**src/design/flash_ctrl_pkg.sv**
```systemverilog
// Package with register offsets, fields, commands and timing for the flash controller.
package flash_ctrl_pkg;
   // Register offsets on the peripheral register port.
   localparam logic [7:0] off_mode = 8'h00;
   localparam logic [7:0] off_command = 8'h04;
   localparam logic [7:0] off_status = 8'h08;
   localparam logic [7:0] off_result = 8'h0c;
   // Status field positions.
   localparam int bit_ready = 0;
   localparam int bit_bad_command = 1;
   localparam int bit_lock_violation = 2;
   localparam int bit_verify_failure = 3;
   localparam int bit_low_ecc = 16;
   // Mode register fields and reset value.
   localparam int bit_ready_int_en = 0;
   localparam int wait_state_lsb = 8;
   localparam logic [31:0] mode_reset = 32'h0000_0000;
   // Command word layout: key in the top byte, argument in the middle, opcode in the low byte.
   localparam logic [7:0] command_key = 8'h5a;
   typedef enum logic [7:0] {
      cmd_get_descriptor = 8'h00,
      cmd_write_page = 8'h01,
      cmd_write_page_lock = 8'h02,
      cmd_erase_write_page = 8'h03,
      cmd_erase_write_page_lock = 8'h04,
      cmd_erase_all = 8'h05,
      cmd_erase_pages = 8'h07,
      cmd_set_lock = 8'h08,
      cmd_clear_lock = 8'h09,
      cmd_erase_block = 8'h0a,
      cmd_erase_sector = 8'h0b,
      cmd_write_signature = 8'h12,
      cmd_erase_signature = 8'h13
   } command_t;
   // Erase granularity in bytes.
   localparam int page_bytes = 512;
   localparam int block_bytes = 8192;
   localparam int sector_bytes = 131072;
   // Size of the small sector region at the bottom of the array, in bytes.
   localparam int small_region_bytes = 16384;
   // Descriptor words; the descriptor command returns only descriptor_size.
   localparam logic [31:0] descriptor_size = 32'h0020_0000;
   localparam logic [31:0] descriptor_page = 32'h0000_0200;
   // Operation time per array step in ns, and its cycle count at 50 ns.
   localparam int step_time_ns = 400;
   localparam int clk_period_ns = 50;
   localparam int step_cycles = (step_time_ns + clk_period_ns - 1) / clk_period_ns;
endpackage : flash_ctrl_pkg

```
**src/design/flash_op_timer.sv**
```systemverilog
// Step timer that paces the flash array operation.
`timescale 1ns/10ps
module flash_op_timer #(
   parameter int cycles = flash_ctrl_pkg::step_cycles
) (
   input wire logic clk_sys,
   input wire logic rst_n,
   input wire logic start,
   output logic done
);
   logic [15:0] count;
   logic [15:0] next_count;
   logic running;
   logic next_running;

   // Counts down once started; done pulses on the last count.
   always_comb begin
      next_count = count;
      next_running = running;
      done = 1'b0;
      if (start) begin
         next_count = 16'(cycles - 1);
         next_running = 1'b1;
      end else if (running) begin
         if (count == 16'h0000) begin
            next_running = 1'b0;
            done = 1'b1;
         end else begin
            next_count = count - 16'h0001;
         end
      end
   end

   // Registers only.
   always_ff @(posedge clk_sys) begin
      if (!rst_n) begin
         count <= 16'h0000;
         running <= 1'b0;
      end else begin
         count <= next_count;
         running <= next_running;
      end
   end
endmodule // flash_op_timer

```
**src/design/flash_controller_status.sv**
```systemverilog
// Flash controller: command sequencer, status flags and descriptor reply.
//
// Overview of operation
// - Erase one 8-kilobyte block on command.
// - Erase one 128-kilobyte sector on command.
// - Page erase allowed only in small sectors.
// - Erase-write page commands only in small sectors.
// - Signature page separate; erase pin spares it.
// - Masters read array and fill write buffer.
// - Sequence program, erase, lock, unlock commands.
// - Descriptor command reports flash organisation.
// - Bit 16 single ECC flag, clear on read.
// - Bit 3 verify failure, cleared when a command starts an array operation.
// - Bit 2 lock violation, clear read/command.
// - Bit 1 bad command, clear read/command.
// - Bit 0 ready, zero while busy.
// - Ready with enable raises interrupt request.
`timescale 1ns/10ps
module flash_controller_status #(
   parameter int addr_width = 21,
   parameter int region_count = 16
) (
   input wire logic clk_sys,
   input wire logic rst_n,
   input wire logic reg_sel,
   input wire logic reg_write,
   input wire logic [7:0] reg_addr,
   input wire logic [31:0] reg_wdata,
   output logic [31:0] reg_rdata,
   input wire logic bus_read,
   input wire logic bus_write,
   input wire logic [addr_width-1:0] bus_addr,
   input wire logic [31:0] bus_wdata,
   output logic [31:0] bus_rdata,
   output logic [31:0] array_addr,
   output logic array_read,
   input wire logic [31:0] array_rdata,
   input wire logic array_single_ecc,
   output logic buffer_write,
   output logic [31:0] buffer_data,
   output logic [3:0] array_op,
   output logic array_op_start,
   output logic array_signature,
   input wire logic array_verify_fail,
   input wire logic erase_pin,
   output logic [3:0] read_wait_states,
   output logic flash_irq
);
   typedef enum logic [1:0] {
      st_idle = 2'b00,
      st_run = 2'b01,
      st_done = 2'b10
   } state_t;

   state_t state;
   state_t next_state;
   logic [31:0] mode;
   logic [31:0] next_mode;
   logic bad_command;
   logic next_bad_command;
   logic lock_violation;
   logic next_lock_violation;
   logic verify_failure;
   logic next_verify_failure;
   logic low_ecc;
   logic next_low_ecc;
   logic [region_count-1:0] lock_bits;
   logic [region_count-1:0] next_lock_bits;
   logic [31:0] result;
   logic [31:0] next_result;
   logic [3:0] op;
   logic [3:0] next_op;
   logic [15:0] arg;
   logic [15:0] next_arg;
   logic sig;
   logic next_sig;
   logic erase_meta;
   logic erase_sync;
   logic ecc_meta;
   logic ecc_sync;
   logic timer_start;
   logic timer_done;
   logic status_read;
   logic command_write;
   logic ready;
   logic [31:0] status_word;
   flash_ctrl_pkg::command_t cmd;

   // True when a page-argument lies inside the small sector region.
   function automatic logic in_small_region(input logic [15:0] page);
      in_small_region = (32'(page) * flash_ctrl_pkg::page_bytes)
         < flash_ctrl_pkg::small_region_bytes;
   endfunction

   // Lock region index of a page argument.
   function automatic int region_of(input logic [15:0] page);
      region_of = (32'(page) * flash_ctrl_pkg::page_bytes / flash_ctrl_pkg::sector_bytes)
         % region_count;
   endfunction

   flash_op_timer #(
      .cycles(flash_ctrl_pkg::step_cycles)
   ) u_timer (
      .clk_sys(clk_sys),
      .rst_n(rst_n),
      .start(timer_start),
      .done(timer_done)
   );

   assign ready = (state == st_idle);
   assign status_read = reg_sel && !reg_write && reg_addr == flash_ctrl_pkg::off_status;
   assign command_write = reg_sel && reg_write && reg_addr == flash_ctrl_pkg::off_command;
   assign cmd = flash_ctrl_pkg::command_t'(reg_wdata[7:0]);
   assign flash_irq = ready && mode[flash_ctrl_pkg::bit_ready_int_en];
   assign read_wait_states = mode[flash_ctrl_pkg::wait_state_lsb +: 4];
   assign array_op = op;
   assign array_signature = sig;

   // Status word assembly; reserved bits read zero.
   always_comb begin
      status_word = 32'h0000_0000;
      status_word[flash_ctrl_pkg::bit_ready] = ready;
      status_word[flash_ctrl_pkg::bit_bad_command] = bad_command;
      status_word[flash_ctrl_pkg::bit_lock_violation] = lock_violation;
      status_word[flash_ctrl_pkg::bit_verify_failure] = verify_failure;
      status_word[flash_ctrl_pkg::bit_low_ecc] = low_ecc;
   end

   // Master accesses pass to the array and the write buffer. follows.
   always_comb begin
      array_read = bus_read;
      buffer_write = bus_write;
      array_addr = 32'(bus_addr);
      bus_rdata = array_rdata;
      buffer_data = bus_wdata;
   end

   // Command decode, sequencing and flags. Sets win over clears in the same cycle.
   always_comb begin
      next_state = state;
      next_mode = mode;
      next_bad_command = bad_command;
      next_lock_violation = lock_violation;
      next_verify_failure = verify_failure;
      next_low_ecc = low_ecc;
      next_lock_bits = lock_bits;
      next_result = result;
      next_op = op;
      next_arg = arg;
      next_sig = sig;
      timer_start = 1'b0;
      array_op_start = 1'b0;
      if (status_read || command_write) begin
         next_bad_command = 1'b0;
         next_lock_violation = 1'b0;
      end
      if (status_read) begin
         next_low_ecc = 1'b0;
      end
      if (ecc_sync) begin
         next_low_ecc = 1'b1;
      end
      if (reg_sel && reg_write && reg_addr == flash_ctrl_pkg::off_mode) begin
         next_mode = reg_wdata;
      end
      case (state)
         st_idle: begin
            if (erase_sync) begin
               // The pin clears the main array and the locks, never the signature page.
               next_op = 4'(flash_ctrl_pkg::cmd_erase_all);
               next_sig = 1'b0;
               next_lock_bits = '0;
               array_op_start = 1'b1;
               timer_start = 1'b1;
               next_state = st_run;
            end else if (command_write) begin
               next_arg = reg_wdata[23:8];
               next_op = reg_wdata[3:0];
               next_sig = 1'b0;
               if (reg_wdata[31:24] != flash_ctrl_pkg::command_key) begin
                  next_bad_command = 1'b1;
               end else begin
                  case (cmd)
                     flash_ctrl_pkg::cmd_get_descriptor: begin
                        next_result = flash_ctrl_pkg::descriptor_size;
                        next_state = st_done;
                     end
                     flash_ctrl_pkg::cmd_erase_write_page,
                     flash_ctrl_pkg::cmd_erase_write_page_lock,
                     flash_ctrl_pkg::cmd_erase_pages: begin
                        if (!in_small_region(reg_wdata[23:8])) begin
                           next_bad_command = 1'b1;
                        end else if (lock_bits[region_of(reg_wdata[23:8])]) begin
                           next_lock_violation = 1'b1;
                        end else begin
                           next_verify_failure = 1'b0;
                           if (cmd == flash_ctrl_pkg::cmd_erase_write_page_lock) begin
                              next_lock_bits[region_of(reg_wdata[23:8])] = 1'b1;
                           end
                           array_op_start = 1'b1;
                           timer_start = 1'b1;
                           next_state = st_run;
                        end
                     end
                     flash_ctrl_pkg::cmd_write_page,
                     flash_ctrl_pkg::cmd_write_page_lock,
                     flash_ctrl_pkg::cmd_erase_block,
                     flash_ctrl_pkg::cmd_erase_sector: begin
                        // Block and sector erase act on 8 KB and 128 KB units.
                        if (lock_bits[region_of(reg_wdata[23:8])]) begin
                           next_lock_violation = 1'b1;
                        end else begin
                           next_verify_failure = 1'b0;
                           if (cmd == flash_ctrl_pkg::cmd_write_page_lock) begin
                              next_lock_bits[region_of(reg_wdata[23:8])] = 1'b1;
                           end
                           array_op_start = 1'b1;
                           timer_start = 1'b1;
                           next_state = st_run;
                        end
                     end
                     flash_ctrl_pkg::cmd_erase_all,
                     flash_ctrl_pkg::cmd_write_signature,
                     flash_ctrl_pkg::cmd_erase_signature: begin
                        next_verify_failure = 1'b0;
                        next_sig = (cmd != flash_ctrl_pkg::cmd_erase_all);
                        array_op_start = 1'b1;
                        timer_start = 1'b1;
                        next_state = st_run;
                     end
                     flash_ctrl_pkg::cmd_set_lock: begin
                        next_lock_bits[region_of(reg_wdata[23:8])] = 1'b1;
                        next_state = st_done;
                     end
                     flash_ctrl_pkg::cmd_clear_lock: begin
                        next_lock_bits[region_of(reg_wdata[23:8])] = 1'b0;
                        next_state = st_done;
                     end
                     default: next_bad_command = 1'b1;
                  endcase
               end
            end
         end
         st_run: begin
            // Commands written while busy are dropped; software must wait for ready.
            if (timer_done) begin
               if (array_verify_fail) begin
                  next_verify_failure = 1'b1;
               end
               next_state = st_done;
            end
         end
         st_done: next_state = st_idle;
         default: next_state = st_idle;
      endcase
   end

   // Flag, mode and sequencer registers.
   always_ff @(posedge clk_sys) begin
      if (!rst_n) begin
         state <= st_idle;
         mode <= flash_ctrl_pkg::mode_reset;
         bad_command <= 1'b0;
         lock_violation <= 1'b0;
         verify_failure <= 1'b0;
         low_ecc <= 1'b0;
         lock_bits <= '0;
         result <= 32'h0000_0000;
         op <= 4'h0;
         arg <= 16'h0000;
         sig <= 1'b0;
      end else begin
         state <= next_state;
         mode <= next_mode;
         bad_command <= next_bad_command;
         lock_violation <= next_lock_violation;
         verify_failure <= next_verify_failure;
         low_ecc <= next_low_ecc;
         lock_bits <= next_lock_bits;
         result <= next_result;
         op <= next_op;
         arg <= next_arg;
         sig <= next_sig;
      end
   end

   // Pin and array event synchronisers; first stage feeds only the second.
   always_ff @(posedge clk_sys) begin
      if (!rst_n) begin
         erase_meta <= 1'b0;
         erase_sync <= 1'b0;
         ecc_meta <= 1'b0;
         ecc_sync <= 1'b0;
      end else begin
         erase_meta <= erase_pin;
         erase_sync <= erase_meta;
         ecc_meta <= array_single_ecc;
         ecc_sync <= ecc_meta;
      end
   end

   // Registered read data.
   always_ff @(posedge clk_sys) begin
      if (!rst_n) begin
         reg_rdata <= 32'h0000_0000;
      end else if (reg_sel && !reg_write) begin
         case (reg_addr)
            flash_ctrl_pkg::off_mode: reg_rdata <= mode;
            flash_ctrl_pkg::off_status: reg_rdata <= status_word;
            flash_ctrl_pkg::off_result: reg_rdata <= result;
            default: reg_rdata <= 32'h0000_0000;
         endcase
      end
   end

   AST_READY_BUSY: assert property (@(posedge clk_sys) disable iff (!rst_n)
      state == st_run |-> !status_word[0]) else $error("ready shown while busy");
   AST_IRQ: assert property (@(posedge clk_sys) disable iff (!rst_n)
      ready && mode[0] |-> flash_irq) else $error("irq missing");
   AST_ECC_SET: assert property (@(posedge clk_sys) disable iff (!rst_n)
      ecc_sync |=> low_ecc) else $error("ecc flag not set");
   AST_ECC_CLR: assert property (@(posedge clk_sys) disable iff (!rst_n)
      status_read && !ecc_sync |=> !low_ecc) else $error("ecc flag not cleared");
   AST_LOCK_CLR: assert property (@(posedge clk_sys) disable iff (!rst_n)
      status_read |=> !lock_violation) else $error("lock flag kept");
   AST_CMD_CLR: assert property (@(posedge clk_sys) disable iff (!rst_n)
      status_read |=> !bad_command) else $error("cmd flag kept");
   // The erase pin takes priority in idle and drops a command written in the same cycle.
   AST_BAD_KEY: assert property (@(posedge clk_sys) disable iff (!rst_n)
      command_write && ready && !erase_sync && reg_wdata[31:24] != flash_ctrl_pkg::command_key
      |=> bad_command) else $error("bad key not flagged");
   AST_VERIFY_START: assert property (@(posedge clk_sys) disable iff (!rst_n)
      array_op_start && !erase_sync |=> !verify_failure) else $error("verify kept");
   AST_PAGE_RANGE: assert property (@(posedge clk_sys) disable iff (!rst_n)
      command_write && ready && !erase_sync && cmd == flash_ctrl_pkg::cmd_erase_pages
      && !in_small_region(reg_wdata[23:8]) |-> !array_op_start)
      else $error("page erase outside small sectors");
   AST_RUN_ENDS: assert property (@(posedge clk_sys) disable iff (!rst_n)
      array_op_start |-> ##[1:20] state == st_done) else $error("operation hung");
   COV_RUN: cover property (@(posedge clk_sys) array_op_start);
   COV_FAIL: cover property (@(posedge clk_sys) verify_failure);
   COV_LOCK: cover property (@(posedge clk_sys) lock_violation);
endmodule // flash_controller_status

```
**config.mk**
```make
export PLATFORM = sky130hd
export DESIGN_NAME = flash_controller_status
export DESIGN_NICKNAME = d
export VERILOG_FILES = /design/src/design/flash_ctrl_pkg.sv /design/src/design/flash_op_timer.sv /design/src/design/flash_controller_status.sv
export SDC_FILE = /design/constraint.sdc
export NUM_CORES = 1
export LEC_CHECK = 0
export ABC_AREA = 1
export BUFFER_PORTS_ARGS = -buffer_cell sky130_fd_sc_hd__buf_2
export CORE_MARGIN = 8
export CORE_UTILIZATION = 48
export DETAILED_ROUTE_END_ITERATION = 6
export HOLD_SLACK_MARGIN = 0.15
export PLACE_DENSITY = 0.81
export SLEW_MARGIN = 20
export SYNTH_ARGS = -nofsm -noshare
export SYNTH_HDL_FRONTEND = slang
export SYNTH_HIERARCHICAL = 1
export SYNTH_SLANG_ARGS = --single-unit
```
**constraint.sdc**
```tcl
create_clock -name clk_sys -period 2.2 [get_ports clk_sys]
set_clock_uncertainty 0.1 [all_clocks]
set_input_delay 0 -clock clk_sys [delete_from_list [all_inputs] [get_ports clk_sys]]
set_output_delay 0 -clock clk_sys [all_outputs]
set_load 0.02 [all_outputs]
```
==> out/metrics.yaml, run 1 <==
cells_and_area:
  nNetsFinal: 1252
  areaGrowthSynthToFinish_pct: 37.5
  final_layout_size_suffix_gt1_frac: 0.207
  fin_util: 0.668
  stdcell_count: 1305
  n_fill_cell: 1028
power:
  p_comb_frac: 0.134
  p_leak_nw: 3.92
  power.density_nw_per_um2: 614
  switching_share: 0.260
  p_int_mw: 3.99
  switching_power_mw: 1.40
  vdd_drop_max_mv: 0.523
  p_seq_frac: 0.392
  clock_power_share: 0.474
yosys:
  yosys.area.top_type: "dfxtp_1"
  ys_ff_latch: 113
  synth_top_area_share: 0.354
  synth.most_common_cell: "nand2_1"
  async_flop_share: 0
  yosysSeqAreaShare: 0.354
  synth_area_leaders: "dfxtp_1, nand2_1, buf_4"
  netlist_area_um2: 6380
  syn_avg_cell_area_um2: 6.75
  yosys-top-cells-count: "nand2_1, nor2_1, dfxtp_1, buf_4, a21oi_1"
  synth_ff_type: "dfxtp_1"
  synth.distinct_cells: 38
  netlist_instances: 946
  synth_edf_count: 0
  synth_warnings: 6
hold_path:
  hold_class: "in2reg"
  worstHoldStart: "reg_wdata[17]"
  holdPathStages: 7
  min_to: "lock_bits[15]"
placement:
  dp_hpwl_mm: 10.9
  place_congestion: 0.932
  place_ws_ps: 30.4
  portBuffers: 89
  dp_cells: 1103
cts:
  cts_sinks: 113
  worstSkewPairLatency_ps: 420
  cts_made_buffers: 17
  cts_tree: "built"
  clockRootBuffer: "clkbuf_16"
  htreeDepth: 4
  path_clk_slew_ps: 50
  cts_max_path_buffers: 2
setup_path:
  crit_slowest_cell: "dlygate4sd3_1"
  cp_cell_sequence: "dlygate4sd3_1 > buf_2 > inv_4 > nor2_4 > nand3_2 > a21oi_2 > nand2b_4 > nand2_2 > nand3_2 > nand4_1 > nor2_2 > buf_6 > clkinvlp_4 > nand2_1 > nand3_2 > a21oi_2"
  r2r-start: "lock_bits[13]"
  critPathLaunchType: "input pin"
  cp_max_fo: 8
  cp_data_required_time_ps: 2450
  critPathCaptureType: "flop"
  setup.worst_path.class: "in2reg"
  r2r_cells: 16
  crit_top_cell: "nand3_2"
  critPathArrivalTime_ps: 2500
  reg2reg_slack_ps: 20
  slowest_delay_ps: 550
  rr_endpoint: "u_timer/count[0]"
timing:
  worstMarginPinSlew_ps: 488
  fin_crit_sh: 1.02
  finalMaxSlewViolations: 0
  max_freq_ghz: 0.445
  setup_viol: 3
  layout_setup_ws_ps: -49.4
  min_period_ps: 2250
  finalHoldViolCount: 0
  slew_headroom: 0.672
  rsz0062_at_grt: "true"
routing:
  drt-vias-per-instance: 5.27
  drtAntennaViolNets: 0
  drt-total-wl_mm: 21.9
  dr.pass1.iters: 6
  wl_per_cell_um: 16.8
  vias: 6874
  drt-initial-drc-count: 594
  drc: 0
die:
  die_w_um: 131
  ioPinCount: 275
  core_um2: 13100
  fp-row-count: 42
  initial_core_util: 0.486
  die_area_um2: 17200
  die_height_um: 131
grt:
  grt_start_max_net_pins: 61
  grt_pass1_vias: 6908
  grt_first_pass_wirelength_mm: 34.5
  grt_antenna_before_repair: 1
  grt-ovfl-total: 0
  track_usage: 0.240
outcome:
  violations: "negative setup slack"
  status: "complete, but fails checks"
flow_run:
  maxCapViolCount: 0
[sequential cells by signal (all words and copies together) (netlist names), 2 cells and up]
signal,count
array_op,4
lock_bits,16
mode,32
reg_rdata,32
state,2
u_timer/count,16
[power groups by stage]
stage	clock network [mW]	logic, mW	registers [mW]
final	2.55	0.723	2.11
after global routing	2.66	0.768	2.11
after CTS	2.55	0.684	2.11
after detailed placement	0	0.375	2.15
after global placement	0	0.372	2.15
after floorplan	0	0.442	2.18
[cells in the final DEF, fill, tap and decap left out, types with 14 or more instances in the layout]
cell           count
a21oi_1           82
nor2_1           122
nand2_1          206
buf_2             88
nand3_1           33
o21ai_0           48
dfxtp_1          104
buf_4             21
inv_2             14
clkbuf_16         17
o21ai_1           30
dlygate4sd3_1    166
inv_1             54
[critical path, delay by kind of cell]
family / cells / cell delay (ps)
AND/OR/NAND/NOR: 9 / 1050
AO/OA/AOI/OAI: 2 / 320
buffers and inverters: 5 / 1110
[worst max-delay path by stage]
stage,from,endpoint,slack [ps],cells past startpoint
after floorplan,lock_bits[3],u_timer/count[8],10,15
after global placement,reg_wdata[6],verify_failure,110,17
after CTS,reg_wdata[3],verify_failure,4,18
after detailed placement,reg_wdata[6],verify_failure,30,17
final,reg_wdata[2],u_timer/count[0],-50,16
after global routing,reg_wdata[2],u_timer/count[0],-220,16
[metrics by stage]
stage / TNS [ps] / power [mW] / hold WS [ps] / cell area (µm²)
after floorplan: 0 / 2.62 / -2.37 / 6420
after global placement: 0 / 2.52 / -99.9 / 6330
after detailed placement: 0 / 2.52 / -99.9 / 6330
after CTS: 0 / 5.34 / 151 / 8540
after global routing: -1200 / 5.55 / 213 / 8780
final: -91.2 / 5.39 / 173 / 8780
[per-layer routing]
layer,vias up,global-route usage,routed length [µm]
met3,64,0.0629,1750
li1,3281,-,-
met4,0,0.124,699
met2,373,0.428,11300
met1,3156,0.256,8140
met5,-,0,0
[final cells by class]
cell class	count	area [µm²]	area share
Tap cell	176	220	0.0251
Antenna cell	1	2.50	0.000285
Inverter	74	289	0.0329
Clock inverter	6	57.6	0.00656
Clock buffer	24	482	0.0549
Multi-Input combinational cell	629	3080	0.351
Timing Repair Buffer	282	2370	0.271
Sequential cell	113	2270	0.259
[timing repair]
action / CTS / global route
gates resized for setup: 0 / 58
hold endpoints to repair: 181 / 0
setup endpoints to repair: 0 / 34
buffers inserted: 0 / 4
hold buffers: 167 / 0
[kinds of logic after synthesis]
family | after synthesis | synth area share
AOI/OAI and AO/OA | 186 | 0.157
xor gates and xnor gates | 4 | 0.00549
adders and majority gates | 1 | 0.00196
buffers and inverters | 214 | 0.195
DFF | 113 | 0.354
other | 1 | 0.000588
and+or+nand+nor | 427 | 0.285
(Power assumes the default switching activity.)
==> run 2: changes to the inputs <==
--- a/config.mk
+++ b/config.mk
@@ -5,7 +5,6 @@
 export SDC_FILE = /design/constraint.sdc
 export NUM_CORES = 1
 export LEC_CHECK = 0
-export ABC_AREA = 1
 export BUFFER_PORTS_ARGS = -buffer_cell sky130_fd_sc_hd__buf_2
 export CORE_MARGIN = 8
 export CORE_UTILIZATION = 48
==> run 2 against run 1 <==
Compared with the run above:
- the run ends with design-rule violations, negative setup slack left
- count of clock-buffer cells in the layout down 5
- register-to-register slack lost 120 ps
- wire length increased by 6.1%
- combinational power increased by 32%
- final cell count fell by 20%
- sequential share of layout area increased by 0.37 points
- largest cell class unchanged
- largest power group unchanged
- highest routed layer unchanged
==> out/metrics.yaml, run 2 <==
die:
  die_w_um: 129  # was 131 µm
  ioPinCount: 275  # unchanged
  fp-row-count: 41  # was 42
  die_height_um: 129  # was 131 µm
  initial_core_util: 0.489  # was 0.486
  core_um2: 12500  # was 13100 µm²
  die_area_um2: 16600  # was 17200 µm²
timing:
  worstMarginPinSlew_ps: 499  # was 488 ps
  fin_crit_sh: 1.05  # was 1.02
  fin_setup_tns_ps: -1400  # was -91.2 ps
  finalMaxSlewViolations: 0  # unchanged
  layout_setup_ws_ps: -118  # was -49.4 ps
  rsz0062_at_grt: "true"  # unchanged
  setup_viol: 30  # was 3
  max_freq_ghz: 0.431  # was 0.445 GHz
  min_period_ps: 2320  # was 2250 ps
  finalHoldViolCount: 0  # unchanged
  slew_headroom: 0.664  # was 0.672
routing:
  drt-vias-per-instance: 6.02  # was 5.27
  dr.pass1.iters: 7  # was 6
  vias: 6290  # was 6874
  wl_per_cell_um: 22.2  # was 16.8 µm
  drtAntennaViolNets: 0  # unchanged
  drt-initial-drc-count: 894  # was 594
  drt-total-wl_mm: 23.2  # was 21.9 mm
  drc: 1  # was 0
outcome:
  violations: "design-rule violations, negative setup slack"  # was negative setup slack
  status: "complete, but fails checks"  # unchanged
cells_and_area:
  final_area_um2: 8620  # was 8780 µm²
  fin_util: 0.689  # was 0.668
  n_fill_cell: 832  # was 1028
  final_layout_size_suffix_gt1_frac: 0.268  # was 0.207
  nNetsFinal: 995  # was 1252
  seq_area_um2: 2260  # was 2270 µm²
  areaGrowthSynthToFinish_pct: 40.8  # was 37.5%
  largestRegisters: "mode x32, reg_rdata x32"  # unchanged
  n_antenna_cell: 0  # was 1
  final_common_cell: "dlygate4sd3_1"  # was nand2_1
  multi_input_area_um2: 3150  # was 3080 µm²
  final_cell_mix: "dlygate4sd3_1, dfxtp_1, buf_2"  # was nand2_1, dlygate4sd3_1, nor2_1
  stdcell_count: 1045  # was 1305
power:
  power.density_nw_per_um2: 688  # was 614 nW/µm²
  p_int_mw: 4.32  # was 3.99 mW
  switching_share: 0.272  # was 0.260
  p_seq_frac: 0.353  # was 0.392
  clock_power_share: 0.486  # was 0.474
  p_leak_nw: 3.69  # was 3.92 nW
  p_comb_frac: 0.161  # was 0.134
  switching_power_mw: 1.61  # was 1.40 mW
  vdd_drop_max_mv: 0.558  # was 0.523 mV
yosys:
  netlist_instances: 682  # was 946
  synth.most_common_cell: "dfxtp_1"  # was nand2_1
  ys_ff_latch: 113  # unchanged
  yosys.area.top_type: "dfxtp_1"  # unchanged
  synth.distinct_cells: 71  # was 38
  yosys-top-cells-count: "dfxtp_1, buf_4, nor2b_1, nor2_1, nand2_1"  # was nand2_1, nor2_1, dfxtp_1, buf_4, a21oi_1
  synth_area_leaders: "dfxtp_1, buf_4, nor2b_1"  # was dfxtp_1, nand2_1, buf_4
  netlist_area_um2: 6120  # was 6380 µm²
  syn_avg_cell_area_um2: 8.98  # was 6.75 µm²
  synth_warnings: 6  # unchanged
  synth_ff_type: "dfxtp_1"  # unchanged
  synth_top_area_share: 0.369  # was 0.354
  async_flop_share: 0  # unchanged
  synth_edf_count: 0  # unchanged
  yosysSeqAreaShare: 0.369  # was 0.354
setup_path:
  setup.worst_path.class: "in2reg"  # unchanged
  crit_slowest_cell: "dlygate4sd3_1"  # unchanged
  cp_data_required_time_ps: 2440  # was 2450 ps
  cp_max_fo: 7  # was 8
  critPathCaptureType: "flop"  # unchanged
  path_buf_inv: 4  # was 5
  crit_top_cell: "buf_4"  # was nand3_2
  critPathTopFamily: "buffers and inverters"  # unchanged
  cp_cell_sequence: "dlygate4sd3_1 > buf_4 > nand2b_4 > a211oi_4 > nor3_2 > nand2_1 > o31ai_4 > buf_6 > or2b_2 > buf_4 > o31ai_2"  # was dlygate4sd3_1 > buf_2 > inv_4 > nor2_4 > nand3_2 > a21oi_2 > nand2b_4 > nand2_2 > nand3_2 > nand4_1 > nor2_2 > buf_6 > clkinvlp_4 > nand2_1 > nand3_2 > a21oi_2
  critPathLaunchType: "input pin"  # unchanged
  slowest_delay_ps: 660  # was 550 ps
  critPathArrivalTime_ps: 2550  # was 2500 ps
placement:
  postPlaceCellArea_um2: 6270  # was 6330 µm²
  portBuffers: 89  # unchanged
  dp_cells: 857  # was 1103
  dp_hpwl_mm: 10.5  # was 10.9 mm
  place_ws_ps: -142  # was 30.4 ps
  place_congestion: 0.915  # was 0.932
grt:
  grt-ovfl-total: 0  # unchanged
  track_usage: 0.241  # was 0.240
  grt_antenna_before_repair: 0  # was 1
  grt_start_max_net_pins: 47  # was 61
  grt_first_pass_wirelength_mm: 31.7  # was 34.5 mm
  grt_pass1_vias: 6139  # was 6908
cts:
  cts_made_buffers: 17  # unchanged
  cts_max_path_buffers: 2  # unchanged
  clockRootBuffer: "clkbuf_16"  # unchanged
  path_clk_slew_ps: 60  # was 50 ps
  worstSkewPairLatency_ps: 420  # about the same
  cts_sinks: 113  # unchanged
  cts_tree: "built"  # unchanged
  htreeDepth: 4  # unchanged
flow_run:
  maxCapViolCount: 0  # unchanged
hold_path:
  hold_class: "in2reg"  # unchanged
[run 2: changes by cell type in the layout (fill, tap and decap cells not counted), sizes merged, moves of 64 or more]
| cell | before | now |
|---|---|---|
| a21oi | 95 | 17 |
| o21ai | 80 | 12 |
| nor2b | 0 | 75 |
| nand2 | 224 | 39 |
| inv | 71 | 7 |
| nor2 | 134 | 42 |
[run 2: power groups by stage]
stage,clock (mW),combinational [mW],sequential [mW]
finish,2.88,0.954,2.10
global route,2.98,0.994,2.10
CTS,2.83,0.850,2.09
detailed placement,0,0.513,2.13
global placement,0,0.508,2.13
floorplan,0,0.581,2.13
[run 2: kinds of logic (layout without fill, tap and decap cells)]
family                   count (synthesis)  in the layout  synth area share
AO/OA/AOI/OAI                          113            114             0.140
adder cells (fa/ha/maj)                  1              1           0.00204
buffers and inverters                  147            327             0.157
multiplexers                            45             45            0.0789
AND/OR/NAND/NOR                        261            261             0.250
flip-flops                             113            113             0.369
other                                    1             11          0.000612
XOR/XNOR                                 1              1           0.00143
[run 2: layout make-up]
type	instances	share of cell area
clock buffers	19	0.0525
clock inverters	13	0.0187
inverters	7	0.00305
multi-input cells	433	0.365
flip-flops and latches	113	0.263
well taps	172	0.0250
repair buffers	288	0.273
[run 2: per-stage QoR]
stage               hold WS (ps)  power, mW
finish                       153       5.93
CTS                          168       5.77
global placement           -99.9       2.64
global route                 154       6.07
floorplan                   12.6       2.71
detailed placement         -99.9       2.65
[run 2: worst reg2reg max path: stages (launching register included)]
cell     delay [ps]
dfxtp_2         320
mux2_4          270
or3_1           320
nand4_1         190
a21oi_4         110
o31ai_4         280
nor3_4          100
a22oi_2         180
nor4b_2          70
a32o_1          240
[run 2: layer usage]
layer	GRT usage	share of wire	vias to the layer above
met2	0.427	0.50	515
met3	0.0683	0.10	144
met4	0.142	0.062	0
met5	0	0	-
met1	0.249	0.34	2956
li1	-	-	2675
[run 2: final timing paths]
kind | from | to | slack (ps) | cells past startpoint
max | reg_wdata[2] | u_timer/count[9] | -120 | 11
min | reg_sel | state[1] | 150 | 5
max reg2reg | lock_bits[2] | state[1] | -100 | 9
min reg2reg | ecc_meta | ecc_sync | 340 | 1
[run 2: what timing repair did]
action	in CTS	in global routing
endpoints found under the setup margin	18	42
cloned	0	1
setup buffers	4	8
gates resized for setup	7	31
pin swaps	8	23
hold buffers	145	0
endpoints found under the hold margin	164	0
==> run 3: changes to the inputs <==
--- a/config.mk
+++ b/config.mk
@@ -5,13 +5,13 @@
 export SDC_FILE = /design/constraint.sdc
 export NUM_CORES = 1
 export LEC_CHECK = 0
-export BUFFER_PORTS_ARGS = -buffer_cell sky130_fd_sc_hd__buf_2
+export BUFFER_PORTS_ARGS = -buffer_cell sky130_fd_sc_hd__clkbuf_2
 export CORE_MARGIN = 8
-export CORE_UTILIZATION = 48
+export CORE_UTILIZATION = 49
+export CTS_BUF_LIST = sky130_fd_sc_hd__clkbuf_8
 export DETAILED_ROUTE_END_ITERATION = 6
 export HOLD_SLACK_MARGIN = 0.15
-export PLACE_DENSITY = 0.81
-export SLEW_MARGIN = 20
+export PLACE_DENSITY = 0.83
 export SYNTH_ARGS = -nofsm -noshare
 export SYNTH_HDL_FRONTEND = slang
 export SYNTH_HIERARCHICAL = 1
==> run 3 against run 2 <==
Compared with the run above:
- sequential share of layout area fell by 0.17 points
- largest power group is now sequential cells
- sequential cell count did not move
- wire length rose by 1.4%
- the flow finishes with violations (negative setup slack)
- final cell count rose by 2.4%
- critical path type unchanged
- combinational power fell by 0.9%
- utilization rose by 1.0 points
- critical endpoint is now u_timer/count[13]
==> out/metrics.yaml, run 3 (synthesis results as in run 2) <==
outcome:
  status: "complete, but fails checks"  # unchanged
  violations: "negative setup slack"  # was design-rule violations, negative setup slack
cells_and_area:
  fin_util: 0.699  # was 0.689
  areaGrowthSynthToFinish_pct: 41.7  # was 40.8%
  largestRegisters: "mode x32, reg_rdata x32"  # unchanged
  stdcell_count: 1070  # was 1045
  final_area_um2: 8680  # was 8620 µm²
  multi_input_area_um2: 3140  # was 3150 µm²
  nNetsFinal: 1019  # was 995
  final_layout_size_suffix_gt1_frac: 0.268  # about the same
  seq_area_um2: 2260  # unchanged
  n_fill_cell: 815  # was 832
  final_common_cell: "dlygate4sd3_1"  # unchanged
  final_cell_mix: "dlygate4sd3_1, dfxtp_1, clkbuf_2"  # was dlygate4sd3_1, dfxtp_1, buf_2
power:
  power.density_nw_per_um2: 589  # was 688 nW/µm²
  vdd_drop_max_mv: 0.559  # was 0.558 mV
  p_leak_nw: 3.71  # was 3.69 nW
  total_power_mw: 5.11  # was 5.93 mW
routing:
  drt-vias-per-instance: 6.01  # was 6.02
  met2WireLength_mm: 11.7  # was 11.5 mm
  drc: 0  # was 1
  wl_met1_mm: 7.83  # was 7.88 mm
  drtAntennaViolNets: 0  # unchanged
  drt-total-wl_mm: 23.5  # was 23.2 mm
  wl_met3_mm: 2.63  # was 2.37 mm
  top_layer: "met5"  # was met4
  vias: 6429  # was 6290
  drt-initial-drc-count: 667  # was 894
  wl_per_cell_um: 22.0  # was 22.2 µm
  dr.pass1.iters: 7  # unchanged
placement:
  dp_hpwl_mm: 10.3  # was 10.5 mm
  place_congestion: 0.868  # was 0.915
  portBuffers: 89  # unchanged
  place_ws_ps: -156  # was -142 ps
  dp_cells: 857  # unchanged
  postPlaceCellArea_um2: 6270  # unchanged
grt:
  grt_pass1_vias: 6422  # was 6139
  grt_antenna_before_repair: 2  # was 0
  grt-ovfl-total: 0  # unchanged
  grt_start_max_net_pins: 57  # was 47
  grt_first_pass_wirelength_mm: 33.2  # was 31.7 mm
  track_usage: 0.255  # was 0.241
die:
  die_height_um: 128  # was 129 µm
  initial_core_util: 0.493  # was 0.489
  ioPinCount: 275  # unchanged
  fp-row-count: 41  # unchanged
  core_um2: 12400  # was 12500 µm²
  die_area_um2: 16300  # was 16600 µm²
  die_w_um: 128  # was 129 µm
setup_path:
  critPathLaunchType: "input pin"  # unchanged
  cp_data_required_time_ps: 2440  # about the same
  startpoint: "reg_wdata[14]"  # was reg_wdata[2]
  cp_cell_sequence: "dlygate4sd3_1 > clkbuf_2 > nor3_1 > nand4_1 > o31ai_2 > nand2_1 > o31ai_4 > buf_6 > and2b_4 > nand2_2 > a31oi_1 > a41o_1"  # was dlygate4sd3_1 > buf_4 > nand2b_4 > a211oi_4 > nor3_2 > nand2_1 > o31ai_4 > buf_6 > or2b_2 > buf_4 > o31ai_2
  crit_slowest_cell: "nor3_1"  # was dlygate4sd3_1
  critPathArrivalTime_ps: 2850  # was 2550 ps
  slowest_delay_ps: 540  # was 660 ps
  crit_cells: 12  # was 11
  crit_end: "u_timer/count[13]"  # was u_timer/count[9]
  setup.worst_path.class: "in2reg"  # unchanged
  reg2reg_slack_ps: -260  # was -100 ps
  critPathCaptureType: "flop"  # unchanged
  critPathTopFamily: "simple AND/OR/NAND/NOR gates"  # was buffers and inverters
  path_buf_inv: 3  # was 4
  r2r_cells: 10  # was 9
  rr_endpoint: "u_timer/count[13]"  # was state[1]
  r2r-start: "lock_bits[2]"  # unchanged
  cp_max_fo: 4  # was 7
timing:
  slew_headroom: 0.567  # was 0.664
  finalHoldViolCount: 0  # unchanged
  finalMaxSlewViolations: 0  # unchanged
  setup_viol: 50  # was 30
  worstMarginPinSlew_ps: 645  # was 499 ps
  fin_setup_tns_ps: -10060  # was -1400 ps
  max_freq_ghz: 0.383  # was 0.431 GHz
  fin_crit_sh: 1.19  # was 1.05
  min_period_ps: 2610  # was 2320 ps
  holdWs_ps: 135  # was 153 ps
  layout_setup_ws_ps: -408  # was -118 ps
  rsz0062_at_grt: "true"  # unchanged
hold_path:
  hold_class: "in2reg"  # unchanged
cts:
  cts_tree: "built"  # unchanged
  clockRootBuffer: "clkbuf_8"  # was clkbuf_16
  cts_max_path_buffers: 2  # unchanged
  worstSkewPairLatency_ps: 460  # was 420 ps
  cts_sinks: 113  # unchanged
  cts_made_buffers: 17  # unchanged
  path_clk_slew_ps: 80  # was 60 ps
  htreeDepth: 4  # unchanged
flow_run:
  maxCapViolCount: 0  # unchanged
[run 3: changes by cell type in the layout (fill, tap and decap cells not counted), moves of 15 or more]
cell           change
dlygate4sd3_1     +24
buf_2             -85
clkbuf_16         -16
clkbuf_8          +15
clkbuf_2          +87
[run 3: area by class of cell]
type / count / area share
timing repair buffer: 312 / 0.302
clock buffer: 17 / 0.0270
antenna: 1 / 0.000288
sequential: 113 / 0.261
multi-input combinational: 433 / 0.362
tap: 172 / 0.0248
clock inverter: 15 / 0.0200
inverter: 7 / 0.00303
[run 3: timing repair]
action,in CTS,in global routing
hold buffers,169,0
pin swaps,14,12
gates cloned,1,1
gates resized for setup,14,29
setup buffers,6,4
hold endpoints to repair,183,0
endpoints found under the setup margin,17,64
[run 3: worst min path at each step]
stage	startpoint	to	cells past startpoint
finish	reg_wdata[5]	verify_failure	5
global route	reg_wdata[4]	verify_failure	5
CTS	reg_wdata[4]	verify_failure	5
detailed placement	bus_addr[0]	array_addr[0]	0
global placement	bus_addr[0]	array_addr[0]	0
floorplan	bus_addr[0]	array_addr[0]	1
[run 3: worst min-delay path: cells and delay by family]
kind            cells  cell delay (ps)
buf+inv             1              110
simple gates        2              320
compound gates      2              220
[run 3: metal layers]
| metal | global-route usage | vias to the layer above |
|---|---|---|
| met5 | 0 | - |
| met4 | 0.149 | 2 |
| met3 | 0.0849 | 136 |
| met2 | 0.448 | 526 |
| met1 | 0.259 | 3044 |
| li1 | - | 2721 |
[run 3: power breakdown]
part | total (mW) | switching (mW) | internal, mW
logic | 0.945 | 0.537 | 0.408
registers | 2.09 | 0.0229 | 2.06
clock network | 2.08 | 1.04 | 1.04
